==> src/trgfc_pkg.sv <==
package trgfc_pkg;

	// Clock rate of the block.
	localparam int CLK_HZ = 25_000_000;

	// Times in their own units, with the derived cycle counts.
	localparam int PULSE_MIN_MS = 14;
	localparam int LAT_MIN_MS   = 1;
	localparam int LAT_MAX_MS   = 15;
	localparam int FILT_MS      = LAT_MIN_MS;
	localparam int LONG_MS      = 1000;
	// Scale the rate first: a product of ms and Hz overflows an int.
	localparam int FILT_CYC_DEF = FILT_MS * (CLK_HZ / 1000);
	localparam int LONG_CYC_DEF = LONG_MS * (CLK_HZ / 1000);

	// Counter widths sized for the default counts.
	localparam int FILT_W = 16;
	localparam int LONG_W = 25;

	// Data path widths.
	localparam int ADDR_W = 8;
	localparam int DATA_W = 16;
	localparam int MODE_W = 3;

	// Register offsets.
	localparam logic [7:0] REG_CTRL  = 8'h00;
	localparam logic [7:0] REG_RANGE = 8'h04;
	localparam logic [7:0] REG_STAT  = 8'h08;

	// Field positions.
	localparam int CTRL_MODE_LSB   = 0;
	localparam int CTRL_RECEN_BIT  = 4;
	localparam int RANGE_FIRST_LSB = 0;
	localparam int RANGE_LAST_LSB  = 8;
	localparam int STAT_ADDR_LSB   = 0;
	localparam int STAT_LVL_BIT    = 8;
	localparam int STAT_LOCK_BIT   = 9;
	localparam int STAT_TRACK_BIT  = 10;
	localparam int STAT_ST_LSB     = 11;

	// Reset values.
	localparam logic [ADDR_W-1:0] ADDR_RST  = 8'h00;
	localparam logic [DATA_W-1:0] DATA_ZERO = 16'h0000;
	localparam logic [LONG_W-1:0] LONG_ZERO = 25'h0000000;
	localparam logic [FILT_W-1:0] FILT_ZERO = 16'h0000;

	// Trigger function codes; unlisted codes act as off.
	typedef enum logic [MODE_W-1:0] {
		MODE_OFF             = 3'h0,
		MODE_STEP_RECALL     = 3'h1,
		MODE_RUN_CONTROL     = 3'h2,
		MODE_PANEL_LOCKOUT   = 3'h3,
		MODE_EXTREME_VALUE   = 3'h4
	} trgfc_mode_t;

	// Step recall sequencing states.
	typedef enum logic [1:0] {
		ST_IDLE,
		ST_STEP,
		ST_LONG
	} trgfc_step_t;

endpackage

==> src/trgfc_filter.sv <==
`timescale 1ns/1ps
module trgfc_filter
	import trgfc_pkg::*;
#(
	parameter int FILT_CYC = FILT_CYC_DEF
)(
	input  wire logic clk_i,
	input  wire logic srst_i,
	input  wire logic raw_i,
	output logic      level_o,
	output logic      rise_o,
	output logic      fall_o
);

	logic              s1_r;
	logic              s2_r;
	logic              s3_r;
	logic              lvl_r;
	logic              rise_r;
	logic              fall_r;
	logic [FILT_W-1:0] cnt_r;
	logic [FILT_W-1:0] cnt_nxt;
	wire               agree;
	wire               differ;
	wire               done;

	// A new level counts only while the last two stages agree.
	assign agree   = (s2_r == s3_r);
	assign differ  = agree && (s3_r != lvl_r);
	// The hold time keeps short glitches out yet stays far below
	// the shortest legal pulse, so latency lands in its window.
	assign done    = differ && (cnt_r == FILT_W'(FILT_CYC - 1));
	assign cnt_nxt = (differ && !done) ? cnt_r + 1'b1 : FILT_ZERO;

	// Synchroniser chain; the first stage feeds only the second.
	always_ff @(posedge clk_i)
	begin
		if (srst_i)
		begin
			s1_r <= 1'b0;
			s2_r <= 1'b0;
			s3_r <= 1'b0;
		end
		else
		begin
			s1_r <= raw_i;
			s2_r <= s1_r;
			s3_r <= s2_r;
		end
	end

	// Filtered level and its edge pulses.
	always_ff @(posedge clk_i)
	begin
		if (srst_i)
		begin
			cnt_r  <= FILT_ZERO;
			lvl_r  <= 1'b0;
			rise_r <= 1'b0;
			fall_r <= 1'b0;
		end
		else
		begin
			cnt_r  <= cnt_nxt;
			lvl_r  <= done ? s3_r : lvl_r;
			rise_r <= done && s3_r;
			fall_r <= done && !s3_r;
		end
	end

	assign level_o = lvl_r;
	assign rise_o  = rise_r;
	assign fall_o  = fall_r;

endmodule

==> src/trgfc_top.sv <==
// Our own choices: the address-and-strobe port and the register addresses.
`timescale 1ns/1ps
module trgfc_top
	import trgfc_pkg::*;
#(
	parameter int FILT_CYC = FILT_CYC_DEF,
	parameter int LONG_CYC = LONG_CYC_DEF
)(
	input  wire logic              clk_i,
	input  wire logic              srst_i,
	input  wire logic              trig_i,
	input  wire logic [7:0]        reg_addr_i,
	input  wire logic [DATA_W-1:0] reg_wdata_i,
	input  wire logic              reg_wr_i,
	input  wire logic              reg_rd_i,
	output logic      [DATA_W-1:0] reg_rdata_o,
	output logic      [ADDR_W-1:0] recall_addr_o,
	output logic                   recall_apply_o,
	output logic                   run_start_o,
	output logic                   run_stop_o,
	output logic      [ADDR_W-1:0] run_addr_o,
	output logic                   panel_lockout_o,
	output logic                   extreme_track_o,
	output logic                   extreme_reload_o
);

	// Filtered trigger.
	logic              lvl;
	logic              rise;
	logic              fall;
	// Software settings.
	trgfc_mode_t       mode_r;
	logic              rec_en_r;
	logic [ADDR_W-1:0] first_r;
	logic [ADDR_W-1:0] last_r;
	// Pulse width measurement.
	logic [LONG_W-1:0] hi_cnt_r;
	logic [LONG_W-1:0] hi_cnt_nxt;
	// Step recall sequencer.
	trgfc_step_t       st_r;
	trgfc_step_t       st_nxt;
	logic [ADDR_W-1:0] addr_r;
	logic [ADDR_W-1:0] addr_nxt;
	logic              apply_r;
	logic              apply_nxt;
	// Run control, lockout and recorder outputs.
	logic              start_r;
	logic              stop_r;
	logic [ADDR_W-1:0] run_addr_r;
	logic [ADDR_W-1:0] run_addr_nxt;
	logic              lock_r;
	logic              track_r;
	logic              reload_r;
	// Register read path.
	logic [DATA_W-1:0] rdata_r;
	logic [DATA_W-1:0] rd_val;
	// Decoded mode and trigger qualifiers.
	wire               is_step;
	wire               is_run;
	wire               is_lock;
	wire               is_ext;
	wire               long_evt;
	wire               hi_sat;
	wire               at_last;
	wire               wr_ctrl;
	wire               wr_range;
	wire               start_nxt;
	wire               stop_nxt;
	wire               lock_nxt;
	wire               track_nxt;
	wire               reload_nxt;

	trgfc_filter #(
		.FILT_CYC (FILT_CYC)
	) u_filter (
		.clk_i   (clk_i),
		.srst_i  (srst_i),
		.raw_i   (trig_i),
		.level_o (lvl),
		.rise_o  (rise),
		.fall_o  (fall)
	);

	// Unlisted codes act as off, so a bad write can do no harm.
	assign is_step = (mode_r == MODE_STEP_RECALL);
	assign is_run  = (mode_r == MODE_RUN_CONTROL);
	assign is_lock = (mode_r == MODE_PANEL_LOCKOUT);
	assign is_ext  = (mode_r == MODE_EXTREME_VALUE);

	// The counter saturates, so one long event fires per pulse.
	assign hi_sat     = (hi_cnt_r == LONG_W'(LONG_CYC));
	assign long_evt   = lvl && (hi_cnt_r == LONG_W'(LONG_CYC - 1));
	assign hi_cnt_nxt = !lvl ? LONG_ZERO :
		(hi_sat ? hi_cnt_r : hi_cnt_r + 1'b1);

	// Wrap also when a shrunk range leaves the pointer above the end.
	assign at_last = (addr_r >= last_r);

	// Step recall next state; a long hold wins over any edge.
	always_comb
	begin
		st_nxt    = ST_IDLE;
		addr_nxt  = addr_r;
		apply_nxt = 1'b0;
		if (is_step && long_evt && (st_r != ST_LONG))
		begin
			addr_nxt = first_r;
			st_nxt   = ST_LONG;
		end
		else if (is_step)
		begin
			case (st_r)
				ST_IDLE:
				begin
					st_nxt    = fall ? ST_STEP : ST_IDLE;
					addr_nxt  = fall ? first_r : addr_r;
					apply_nxt = fall;
				end
				ST_STEP:
				begin
					st_nxt    = ST_STEP;
					apply_nxt = fall;
					if (fall)
						addr_nxt = at_last ? first_r :
							ADDR_W'(addr_r + 1'b1);
				end
				// The release of a long pulse is no step.
				ST_LONG:
					st_nxt = fall ? ST_IDLE : ST_LONG;
				default:
					st_nxt = ST_IDLE;
			endcase
		end
	end

	// Run control launches at first and ends by jumping to last.
	assign start_nxt    = is_run && rise;
	assign stop_nxt     = is_run && fall;
	assign run_addr_nxt = start_nxt ? first_r :
		(stop_nxt ? last_r : run_addr_r);

	// Lockout covers the local key; the mains switch is not logic.
	assign lock_nxt = is_lock && lvl;

	// Recorder gating. With the recorder disabled nothing is tracked.
	assign track_nxt  = rec_en_r && !(is_ext && lvl);
	assign reload_nxt = rec_en_r && is_ext && fall;

	// Software writes.
	assign wr_ctrl  = reg_wr_i && (reg_addr_i == REG_CTRL);
	assign wr_range = reg_wr_i && (reg_addr_i == REG_RANGE);

	// Register readback; unmapped addresses read zero.
	always_comb
	begin
		rd_val = DATA_ZERO;
		if (reg_addr_i == REG_CTRL)
		begin
			rd_val[CTRL_MODE_LSB +: MODE_W] = mode_r;
			rd_val[CTRL_RECEN_BIT]          = rec_en_r;
		end
		else if (reg_addr_i == REG_RANGE)
		begin
			rd_val[RANGE_FIRST_LSB +: ADDR_W] = first_r;
			rd_val[RANGE_LAST_LSB +: ADDR_W]  = last_r;
		end
		else if (reg_addr_i == REG_STAT)
		begin
			rd_val[STAT_ADDR_LSB +: ADDR_W] = addr_r;
			rd_val[STAT_LVL_BIT]            = lvl;
			rd_val[STAT_LOCK_BIT]           = lock_r;
			rd_val[STAT_TRACK_BIT]          = track_r;
			rd_val[STAT_ST_LSB +: 2]        = st_r;
		end
	end

	// Settings registers.
	always_ff @(posedge clk_i)
	begin
		if (srst_i)
		begin
			mode_r   <= MODE_OFF;
			rec_en_r <= 1'b0;
			first_r  <= ADDR_RST;
			last_r   <= ADDR_RST;
		end
		else
		begin
			if (wr_ctrl)
			begin
				mode_r   <= trgfc_mode_t'(
					reg_wdata_i[CTRL_MODE_LSB +: MODE_W]);
				rec_en_r <= reg_wdata_i[CTRL_RECEN_BIT];
			end
			if (wr_range)
			begin
				first_r <= reg_wdata_i[RANGE_FIRST_LSB +: ADDR_W];
				last_r  <= reg_wdata_i[RANGE_LAST_LSB +: ADDR_W];
			end
		end
	end

	// Read data stand for exactly one cycle after the strobe.
	always_ff @(posedge clk_i)
	begin
		rdata_r <= (reg_rd_i && !srst_i) ? rd_val : DATA_ZERO;
	end

	// Sequencer, width counter and outputs, one cycle after the edge.
	always_ff @(posedge clk_i)
	begin
		if (srst_i)
		begin
			st_r       <= ST_IDLE;
			addr_r     <= ADDR_RST;
			apply_r    <= 1'b0;
			hi_cnt_r   <= LONG_ZERO;
			start_r    <= 1'b0;
			stop_r     <= 1'b0;
			run_addr_r <= ADDR_RST;
			lock_r     <= 1'b0;
			track_r    <= 1'b0;
			reload_r   <= 1'b0;
		end
		else
		begin
			st_r       <= st_nxt;
			addr_r     <= addr_nxt;
			apply_r    <= apply_nxt;
			hi_cnt_r   <= hi_cnt_nxt;
			start_r    <= start_nxt;
			stop_r     <= stop_nxt;
			run_addr_r <= run_addr_nxt;
			lock_r     <= lock_nxt;
			track_r    <= track_nxt;
			reload_r   <= reload_nxt;
		end
	end

	assign reg_rdata_o      = rdata_r;
	assign recall_addr_o    = addr_r;
	assign recall_apply_o   = apply_r;
	assign run_start_o      = start_r;
	assign run_stop_o       = stop_r;
	assign run_addr_o       = run_addr_r;
	assign panel_lockout_o  = lock_r;
	assign extreme_track_o  = track_r;
	assign extreme_reload_o = reload_r;
endmodule

==> config.mk <==
export PLATFORM = sky130hd
export DESIGN_NAME = trgfc_top
export DESIGN_NICKNAME = d
export VERILOG_FILES = /design/src/trgfc_pkg.sv /design/src/trgfc_filter.sv /design/src/trgfc_top.sv
export SDC_FILE = /design/constraint.sdc
export NUM_CORES = 1
export LEC_CHECK = 0
export ABC_AREA = 1
export BUFFER_PORTS_ARGS = -buffer_cell sky130_fd_sc_hd__buf_4
export CAP_MARGIN = 20
export CORE_MARGIN = 2
export CORE_UTILIZATION = 37
export CTS_CLUSTER_SIZE = 20
export DETAILED_ROUTE_END_ITERATION = 7
export REMOVE_ABC_BUFFERS = 1
export SETUP_SLACK_MARGIN = 0.5
export SYNTH_ARGS = -nofsm -noshare
export SYNTH_HDL_FRONTEND = slang
export SYNTH_SLANG_ARGS = --single-unit
==> constraint.sdc <==
create_clock -name clk_i -period 2 [get_ports clk_i]
set_clock_uncertainty 0.15 [all_clocks]
set_input_delay 0.1 -clock clk_i [delete_from_list [all_inputs] [get_ports clk_i]]
set_output_delay 0.1 -clock clk_i [all_outputs]
set_load 0.02 [all_outputs]
==> impl_metrics.xml, run 1 <==
<?xml version="1.0" encoding="UTF-8"?>
<metrics>
  <group name="synthesis">
    <metric name="synthesis.area" unit="sq um">4820</metric>
    <metric name="postSynth.topFlopCell" unit="">dfxtp_1</metric>
    <metric name="synth_top_cells_by_area" unit="">dfxtp_1 (44%), inv_1 (6.5%), nand2_1 (6.5%)</metric>
    <metric name="synth-async-reset-ratio" unit="%">0</metric>
    <metric name="synthDominantAreaCellType" unit="">dfxtp_1</metric>
    <metric name="post_synth_inst_count" unit="">638</metric>
    <metric name="synth_edf_count" unit="">0</metric>
    <metric name="yosys_register_bits" unit="">107</metric>
    <metric name="post_synth_num_cell_types" unit="">42</metric>
    <metric name="netlist.area_leader.share" unit="%">44.44</metric>
    <metric name="synthesis.yosys.warnings" unit="">0</metric>
    <metric name="synth_seq_area_share" unit="%">44.44</metric>
    <metric name="synthesis.area_per_instance" unit="sq um">7.554</metric>
  </group>
  <group name="clocking">
    <metric name="worstSkewPairLatency" unit="ps">360</metric>
    <metric name="tritoncts" unit="">built</metric>
    <metric name="max-clock-path-buffers" unit="">2</metric>
    <metric name="cts_max_level" unit="">3</metric>
    <metric name="tritoncts.num_buffers" unit="">9</metric>
    <metric name="clockRootBuffer" unit="">clkbuf_16</metric>
    <metric name="cts.sinks" unit="">107</metric>
    <metric name="clkSlewWorstSetupHoldPaths" unit="ps">80</metric>
  </group>
  <group name="detailed_routing">
    <metric name="drcViolationCount" unit="">0</metric>
    <metric name="via_count" unit="">4967</metric>
    <metric name="drt_first_iter_violations" unit="">240</metric>
    <metric name="finalWirelength" unit="mm">14.67</metric>
    <metric name="routed_length_per_placed_instance" unit="um">14.79</metric>
    <metric name="route.antenna.remaining_nets" unit="">0</metric>
    <metric name="detail_route.first_pass.iterations" unit="">5</metric>
    <metric name="viasPerCell" unit="">5.007</metric>
  </group>
  <group name="power_and_ir_drop">
    <metric name="total_power" unit="W">0.003979</metric>
    <metric name="ir_drop" unit="V">0.0004323</metric>
    <metric name="leakage_power" unit="nW">3.040</metric>
    <metric name="power_per_cell_area" unit="nW/um^2">528.3</metric>
  </group>
  <group name="grt">
    <metric name="globalRouteOverflowTotal" unit="">0</metric>
    <metric name="grt_pass1_vias" unit="">4598</metric>
    <metric name="antenna_violations_before_repair" unit="">0</metric>
    <metric name="grt_start_max_net_pins" unit="">29</metric>
    <metric name="global_route.usage.total" unit="%">19.45</metric>
    <metric name="grt_first_pass_wirelength" unit="mm">22.10</metric>
  </group>
  <group name="setup_path">
    <metric name="worst_setup_path_end_kind" unit="">register</metric>
    <metric name="worst_ep_arrival_time" unit="ps">1920</metric>
    <metric name="setup_slack_of_the_most_critical_reg_to_reg_path" unit="ps">170</metric>
    <metric name="required_time_of_the_critical_path" unit="ps">2100</metric>
    <metric name="startpoint_type" unit="">register</metric>
    <metric name="criticalPathCategory" unit="">register to register</metric>
    <metric name="reg2regPathDepth" unit="">12</metric>
    <metric name="critPathMaxFanout" unit="">6</metric>
  </group>
  <group name="min_path">
    <metric name="hold_path.class" unit="">input port to register</metric>
    <metric name="worstHoldPathCells" unit="">5</metric>
  </group>
  <group name="die">
    <metric name="design.core.area" unit="sq um">12670</metric>
    <metric name="die_w" unit="um">118.1</metric>
    <metric name="initial_core_util" unit="%">38.04</metric>
    <metric name="die_h" unit="um">118.1</metric>
    <metric name="die-area" unit="sq um">13950</metric>
    <metric name="core_rows" unit="">41</metric>
    <metric name="io_pins" unit="">67</metric>
  </group>
  <group name="timing">
    <metric name="achievable-frequency" unit="GHz">0.5479</metric>
    <metric name="final_max_slew_viol_count" unit="">0</metric>
    <metric name="report.final.setup_viol" unit="">0</metric>
    <metric name="setup_repair_after_global_routing_missed_its_margin" unit="">true</metric>
    <metric name="final_hold_violation_count" unit="">0</metric>
    <metric name="worst_rel_slew_slack" unit="%">58.17</metric>
    <metric name="layout_setup_ws" unit="ps">174.9</metric>
    <metric name="layout_worst_path_cycle_share" unit="%">91.26</metric>
    <metric name="worstMarginPinSlew" unit="ps">625.4</metric>
    <metric name="finalCriticalPeriod" unit="ps">1825</metric>
  </group>
  <group name="finish">
    <metric name="fillerInstances" unit="">1085</metric>
    <metric name="area.growth.synth_to_final" unit="%">56.28</metric>
    <metric name="design_area" unit="sq um">7532</metric>
    <metric name="fin_util" unit="%">59.45</metric>
    <metric name="insertedDiodeCount" unit="">0</metric>
    <metric name="design.final.nets" unit="">856</metric>
    <metric name="drive_above_1_share" unit="%">46.22</metric>
  </group>
  <group name="placement">
    <metric name="dpl_worst_slack" unit="ps">34.40</metric>
    <metric name="port-buffer-count" unit="">66</metric>
    <metric name="hpwlAfterDp" unit="mm">8.864</metric>
    <metric name="place_congestion" unit="">0.8741</metric>
    <metric name="placed_cell_area" unit="sq um">5619</metric>
  </group>
  <group name="flow_run">
    <metric name="max-cap-violations" unit="">0</metric>
  </group>
  <group name="run_status">
    <metric name="status" unit="">completed</metric>
  </group>
</metrics>
## critical path, stage by stage, from the launching register on
cell,delay (ps)
dfxtp_2,320
inv_2,60
ha_4,200
nand2_1,60
inv_1,40
o21ai_2,120
nand3_2,110
nor2_4,260
nand2_4,110
nand2_2,60
nand2_1,50
o21ai_1,110
inv_1,50
## layout make-up
cell class	instances	area, sq um	share of cell area [%]
clock buffers	11	242.7	3.223
clock inverters	5	36.28	0.4817
repair inverters	2	15.01	0.1993
well taps	172	215.2	2.857
repair buffers	175	1476	19.60
multi-input cells	428	2925	38.84
inverters	92	385.4	5.116
flip-flops and latches	107	2236	29.68
## synth_stat cells (2+ instances only)
library cell and instances:
nor2_1 70, a221oi_1 2, and3_1 3, nor2_2 9
buf_2 4, clkbuf_1 6, nand2_2 7, xnor2_1 3
a21oi_1 61, nand4_1 9, nand3_1 44, nand3_2 5
inv_2 6, o21a_1 7, o211ai_1 2, xor2_1 8
dfxtp_1 107, nor3_2 2, nand2_1 84, ha_1 12
inv_1 84, nor4_1 5, buf_1 2, o21ai_0 53
o22ai_1 4, nor3_1 15, a211oi_1 4, nor2_4 5
a31oi_1 2
## path summary, 6_finish.rpt
kind	end	start
max	recall_addr_o[0]$_SDFFE_PP0P_	last_r[6]$_SDFFE_PP0P_
min	mode_r[2]$_SDFFE_PP0P_	reg_wr_i
max reg2reg	recall_addr_o[0]$_SDFFE_PP0P_	last_r[6]$_SDFFE_PP0P_
min reg2reg	u_filter.s2_r$_SDFF_PP0_	u_filter.s1_r$_SDFF_PP0_
## kinds of logic (layout without fill, tap and decap cells)
family | count (synthesis) | count (layout) | share of synthesized area [%]
buf+inv | 105 | 285 | 8.463
compound gates | 138 | 138 | 15.63
xor+xnor | 11 | 11 | 1.999
simple gates | 265 | 267 | 26.35
flops | 107 | 107 | 44.44
fa+ha+maj | 12 | 12 | 3.115
## routing by layer
layer / part of all wire, % / global-route usage, % / vias to the layer above
li1: - / - / 2462
met1: 43 / 25.15 / 2331
met3: 5.3 / 4.151 / 27
met2: 49 / 32.23 / 147
met5: 0 / 0 / -
met4: 1.9 / 6.401 / 0
## cell usage in the layout (no fill, tap or decap), types with 12 or more instances in the layout
cell type / instances
nand3_2: 17
o21ai_0: 34
nor2_2: 14
nor2_1: 48
a21oi_1: 52
dfxtp_4: 18
nand3_1: 25
dfxtp_1: 68
o21ai_1: 12
nor2_4: 22
inv_2: 24
buf_4: 129
buf_6: 22
nand2_2: 21
inv_1: 57
dlygate4sd3_1: 22
nand2_1: 61
dfxtp_2: 21
## flip-flops by register name, summed over array words and instances (netlist names), 2 cells and up
signal	cells
last_r	8
st_r	2
run_addr_o	8
mode_r	3
hi_cnt_r	25
first_r	8
reg_rdata_o	16
u_filter.cnt_r	16
recall_addr_o	8
## power breakdown
part           internal (W)  leakage (nW)  total (W)  switching [W]
Clock              0.000888         0.140    0.00172       0.000837
Sequential          0.00211         0.887    0.00211     0.00000321
Combinational     0.0000805          2.01   0.000144      0.0000636
## stage by stage
| step | hold WS (ps) | cells | TNS (ps) |
|---|---|---|---|
| final | 42.26 | 992 | 0 |
| after global routing | 80.45 | 992 | 0 |
| after CTS | 31.92 | 954 | 0 |
| after detailed placement | 160.6 | 883 | 0 |
| after global placement | 161.4 | 883 | 0 |
| after floorplan | 12.44 | 625 | -24.86 |
## repair_timing
| item | in CTS | in global routing |
|---|---|---|
| endpoints found under the hold margin | 36 | 0 |
| endpoints found under the setup margin | 55 | 68 |
| setup buffers | 28 | 38 |
| cloned | 5 | 0 |
| hold buffers | 22 | 0 |
| gates resized for setup | 128 | 155 |
| pin swaps | 43 | 69 |
Power figures use the tool's default switching activity.
==> run 2, diff against run 1 <==
clock period = 1.49 ns   (was 2 ns; I/O delays follow)
==> impl_metrics.xml, run 2 (synthesis gave the netlist of run 1 again) <==
<?xml version="1.0" encoding="UTF-8"?>
<metrics>
  <group name="grt">
    <metric name="antenna_violations_before_repair" unit="">0</metric>
    <metric name="globalRouteOverflowTotal" unit="">0</metric>
    <metric name="global_route.usage.total" unit="%">23.92</metric>
    <metric name="grt_first_pass_wirelength" unit="mm">26.97</metric>
    <metric name="grt_pass1_vias" unit="">5613</metric>
    <metric name="grt_start_max_net_pins" unit="">24</metric>
  </group>
  <group name="finish">
    <metric name="stdcell_count" unit="">1089</metric>
    <metric name="multi_input_comb_area" unit="sq um">3282</metric>
    <metric name="design.final.nets" unit="">953</metric>
    <metric name="fillerInstances" unit="">881</metric>
    <metric name="largest_register" unit="">hi_cnt_r</metric>
    <metric name="design_area" unit="sq um">9075</metric>
    <metric name="total_area_of_sequential_cells" unit="sq um">2242</metric>
    <metric name="area.growth.synth_to_final" unit="%">88.29</metric>
    <metric name="most-common-layout-cells" unit="">buf_4 (129), buf_6 (117), dfxtp_2 (62)</metric>
    <metric name="drive_above_1_share" unit="%">63.90</metric>
    <metric name="largest_register_ff_count" unit="">25</metric>
    <metric name="mostFrequentLayoutCell" unit="">buf_4</metric>
    <metric name="insertedDiodeCount" unit="">0</metric>
  </group>
  <group name="power_and_ir_drop">
    <metric name="power_per_cell_area" unit="nW/um^2">613.2</metric>
    <metric name="clock_power_share" unit="%">44.2</metric>
    <metric name="portion_of_total_power_attributed_to_sequential_cells" unit="%">51.3</metric>
    <metric name="leakage_power" unit="nW">3.623</metric>
    <metric name="net-switching-power" unit="W">0.001241</metric>
    <metric name="ir_drop" unit="V">0.0005428</metric>
    <metric name="swShare" unit="%">22.31</metric>
    <metric name="p_int" unit="W">0.004324</metric>
    <metric name="comb_power_share" unit="%">4.5</metric>
  </group>
  <group name="die">
    <metric name="initial_core_util" unit="%">38.04</metric>
    <metric name="die_h" unit="um">118.1</metric>
    <metric name="io_pins" unit="">67</metric>
    <metric name="design.core.area" unit="sq um">12670</metric>
    <metric name="core_rows" unit="">41</metric>
    <metric name="die-area" unit="sq um">13950</metric>
    <metric name="die_w" unit="um">118.1</metric>
  </group>
  <group name="detailed_routing">
    <metric name="drcViolationCount" unit="">0</metric>
    <metric name="routed_length_per_placed_instance" unit="um">16.71</metric>
    <metric name="route.antenna.remaining_nets" unit="">0</metric>
    <metric name="via_count" unit="">5554</metric>
    <metric name="viasPerCell" unit="">5.100</metric>
    <metric name="finalWirelength" unit="mm">18.20</metric>
    <metric name="drt_first_iter_violations" unit="">334</metric>
    <metric name="detail_route.first_pass.iterations" unit="">5</metric>
  </group>
  <group name="placement">
    <metric name="placed_cell_area" unit="sq um">6345</metric>
    <metric name="port-buffer-count" unit="">66</metric>
    <metric name="hpwlAfterDp" unit="mm">9.586</metric>
    <metric name="placedCellCount" unit="">978</metric>
    <metric name="place_congestion" unit="">0.9399</metric>
  </group>
  <group name="run_status">
    <metric name="status" unit="">complete, but fails checks</metric>
    <metric name="violations_in_the_final_reports" unit="">negative hold slack, negative setup slack</metric>
  </group>
  <group name="timing">
    <metric name="finalCriticalPeriod" unit="ps">1929</metric>
    <metric name="final_max_slew_viol_count" unit="">0</metric>
    <metric name="achievable-frequency" unit="GHz">0.5185</metric>
    <metric name="worstMarginPinSlew" unit="ps">433.0</metric>
    <metric name="report.final.setup_viol" unit="">57</metric>
    <metric name="final.hold.worst_slack" unit="ps">-52.66</metric>
    <metric name="layout_setup_ws" unit="ps">-438.8</metric>
    <metric name="worst_rel_slew_slack" unit="%">70.87</metric>
    <metric name="final_hold_violation_count" unit="">3</metric>
    <metric name="layout_worst_path_cycle_share" unit="%">129.4</metric>
    <metric name="setup_repair_after_global_routing_missed_its_margin" unit="">true</metric>
  </group>
  <group name="min_path">
    <metric name="hold_path.class" unit="">input port to register</metric>
    <metric name="hold_path.startpoint" unit="">reg_rd_i</metric>
  </group>
  <group name="setup_path">
    <metric name="critPathMaxFanout" unit="">5</metric>
    <metric name="critPathLaunch" unit="">recall_addr_o[0]$_SDFFE_PP0P_</metric>
    <metric name="startpoint_type" unit="">register</metric>
    <metric name="required_time_of_the_critical_path" unit="ps">1590</metric>
    <metric name="worst_ep_arrival_time" unit="ps">2030</metric>
    <metric name="setup_slack_of_the_most_critical_reg_to_reg_path" unit="ps">-440</metric>
    <metric name="worst_setup_path_end_kind" unit="">register</metric>
    <metric name="criticalPathCategory" unit="">register to register</metric>
    <metric name="worst_r2r_startpoint" unit="">recall_addr_o[0]$_SDFFE_PP0P_</metric>
  </group>
  <group name="clocking">
    <metric name="cts.sinks" unit="">107</metric>
    <metric name="worstSkewPairLatency" unit="ps">350</metric>
    <metric name="tritoncts" unit="">built</metric>
    <metric name="max-clock-path-buffers" unit="">2</metric>
    <metric name="clockRootBuffer" unit="">clkbuf_16</metric>
    <metric name="cts_hold_buf" unit="">18</metric>
    <metric name="tritoncts.num_buffers" unit="">9</metric>
    <metric name="clkSlewWorstSetupHoldPaths" unit="ps">70</metric>
    <metric name="cts_max_level" unit="">3</metric>
  </group>
  <group name="flow_run">
    <metric name="max-cap-violations" unit="">0</metric>
  </group>
</metrics>
==> run 2: cell types whose count changed in the layout (fill, tap and decap cells not counted), moves of 29 or more <==
cell     previous run  this run
dfxtp_2            21        62
dfxtp_1            68        39
o21ai_0            34         4
buf_6              22       117
==> run 2: critical path: stages (launching register included) <==
cell     delay, ps
dfxtp_2        350
inv_2           50
ha_4           250
inv_2           30
nand2_2         50
nand2_2         80
nand2_2        100
nand2_2         70
nand2_2         80
nand2_2         60
nand2_2         80
nand2_4         80
buf_6          150
nand3_2         50
nand3_1         70
nand2_1         70
inv_1           40
==> run 2: power by group through the flow <==
stage          combinational [W]  sequential [W]  clock [W]
3_5_place_dp            0.000135         0.00293          0
4_1_cts                 0.000225         0.00286    0.00246
3_3_place_gp            0.000132         0.00293          0
6_report                0.000251         0.00285    0.00246
2_1_floorplan          0.0000373         0.00293          0
5_1_grt                 0.000267         0.00285    0.00259
==> run 2: per-layer routing <==
metal / part of all wire (%) / global-route usage (%)
met2: 51 / 41.69
met4: 3.1 / 8.584
met1: 41 / 29.66
met5: 0 / 0
met3: 4.9 / 3.958
==> run 2: stage by stage <==
stage          total power (W)  worst slack, ps  util [%]  setup TNS, ps
5_1_grt               0.005716           -526.6     71.62         -12680
3_5_place_dp          0.003066           -398.1     50.07          -8665
4_1_cts               0.005553           -287.2     66.01          -5300
6_report              0.005565           -438.8     71.62          -7950
2_1_floorplan         0.002968           -534.9         -          -5656
3_3_place_gp          0.003064           -318.0     50.07          -6269
==> run 2: final timing paths <==
path	endpoint	depth (start not counted)
setup / recovery	recall_addr_o[3]$_SDFFE_PP0P_	16
setup reg to reg	recall_addr_o[3]$_SDFFE_PP0P_	16
hold reg to reg	u_filter.s2_r$_SDFF_PP0_	2
hold / removal	reg_rdata_o[4]$_SDFF_PN0_	3
==> run 2: cell type report <==
cell class,instances,share of cell area [%]
multi-input cells,427,36.16
inverters,92,4.357
well taps,172,2.371
flip-flops and latches,107,24.71
clock inverters,5,0.5791
clock buffers,11,2.675
repair buffers,272,28.80
repair inverters,3,0.3447
==> run 2: timing repair <==
item | CTS | global route
gates cloned | 7 | 0
setup endpoints to repair | 140 | 142
setup buffers | 46 | 24
endpoints found under the hold margin | 25 | 3
pin swaps | 84 | 78
resized for setup | 364 | 158
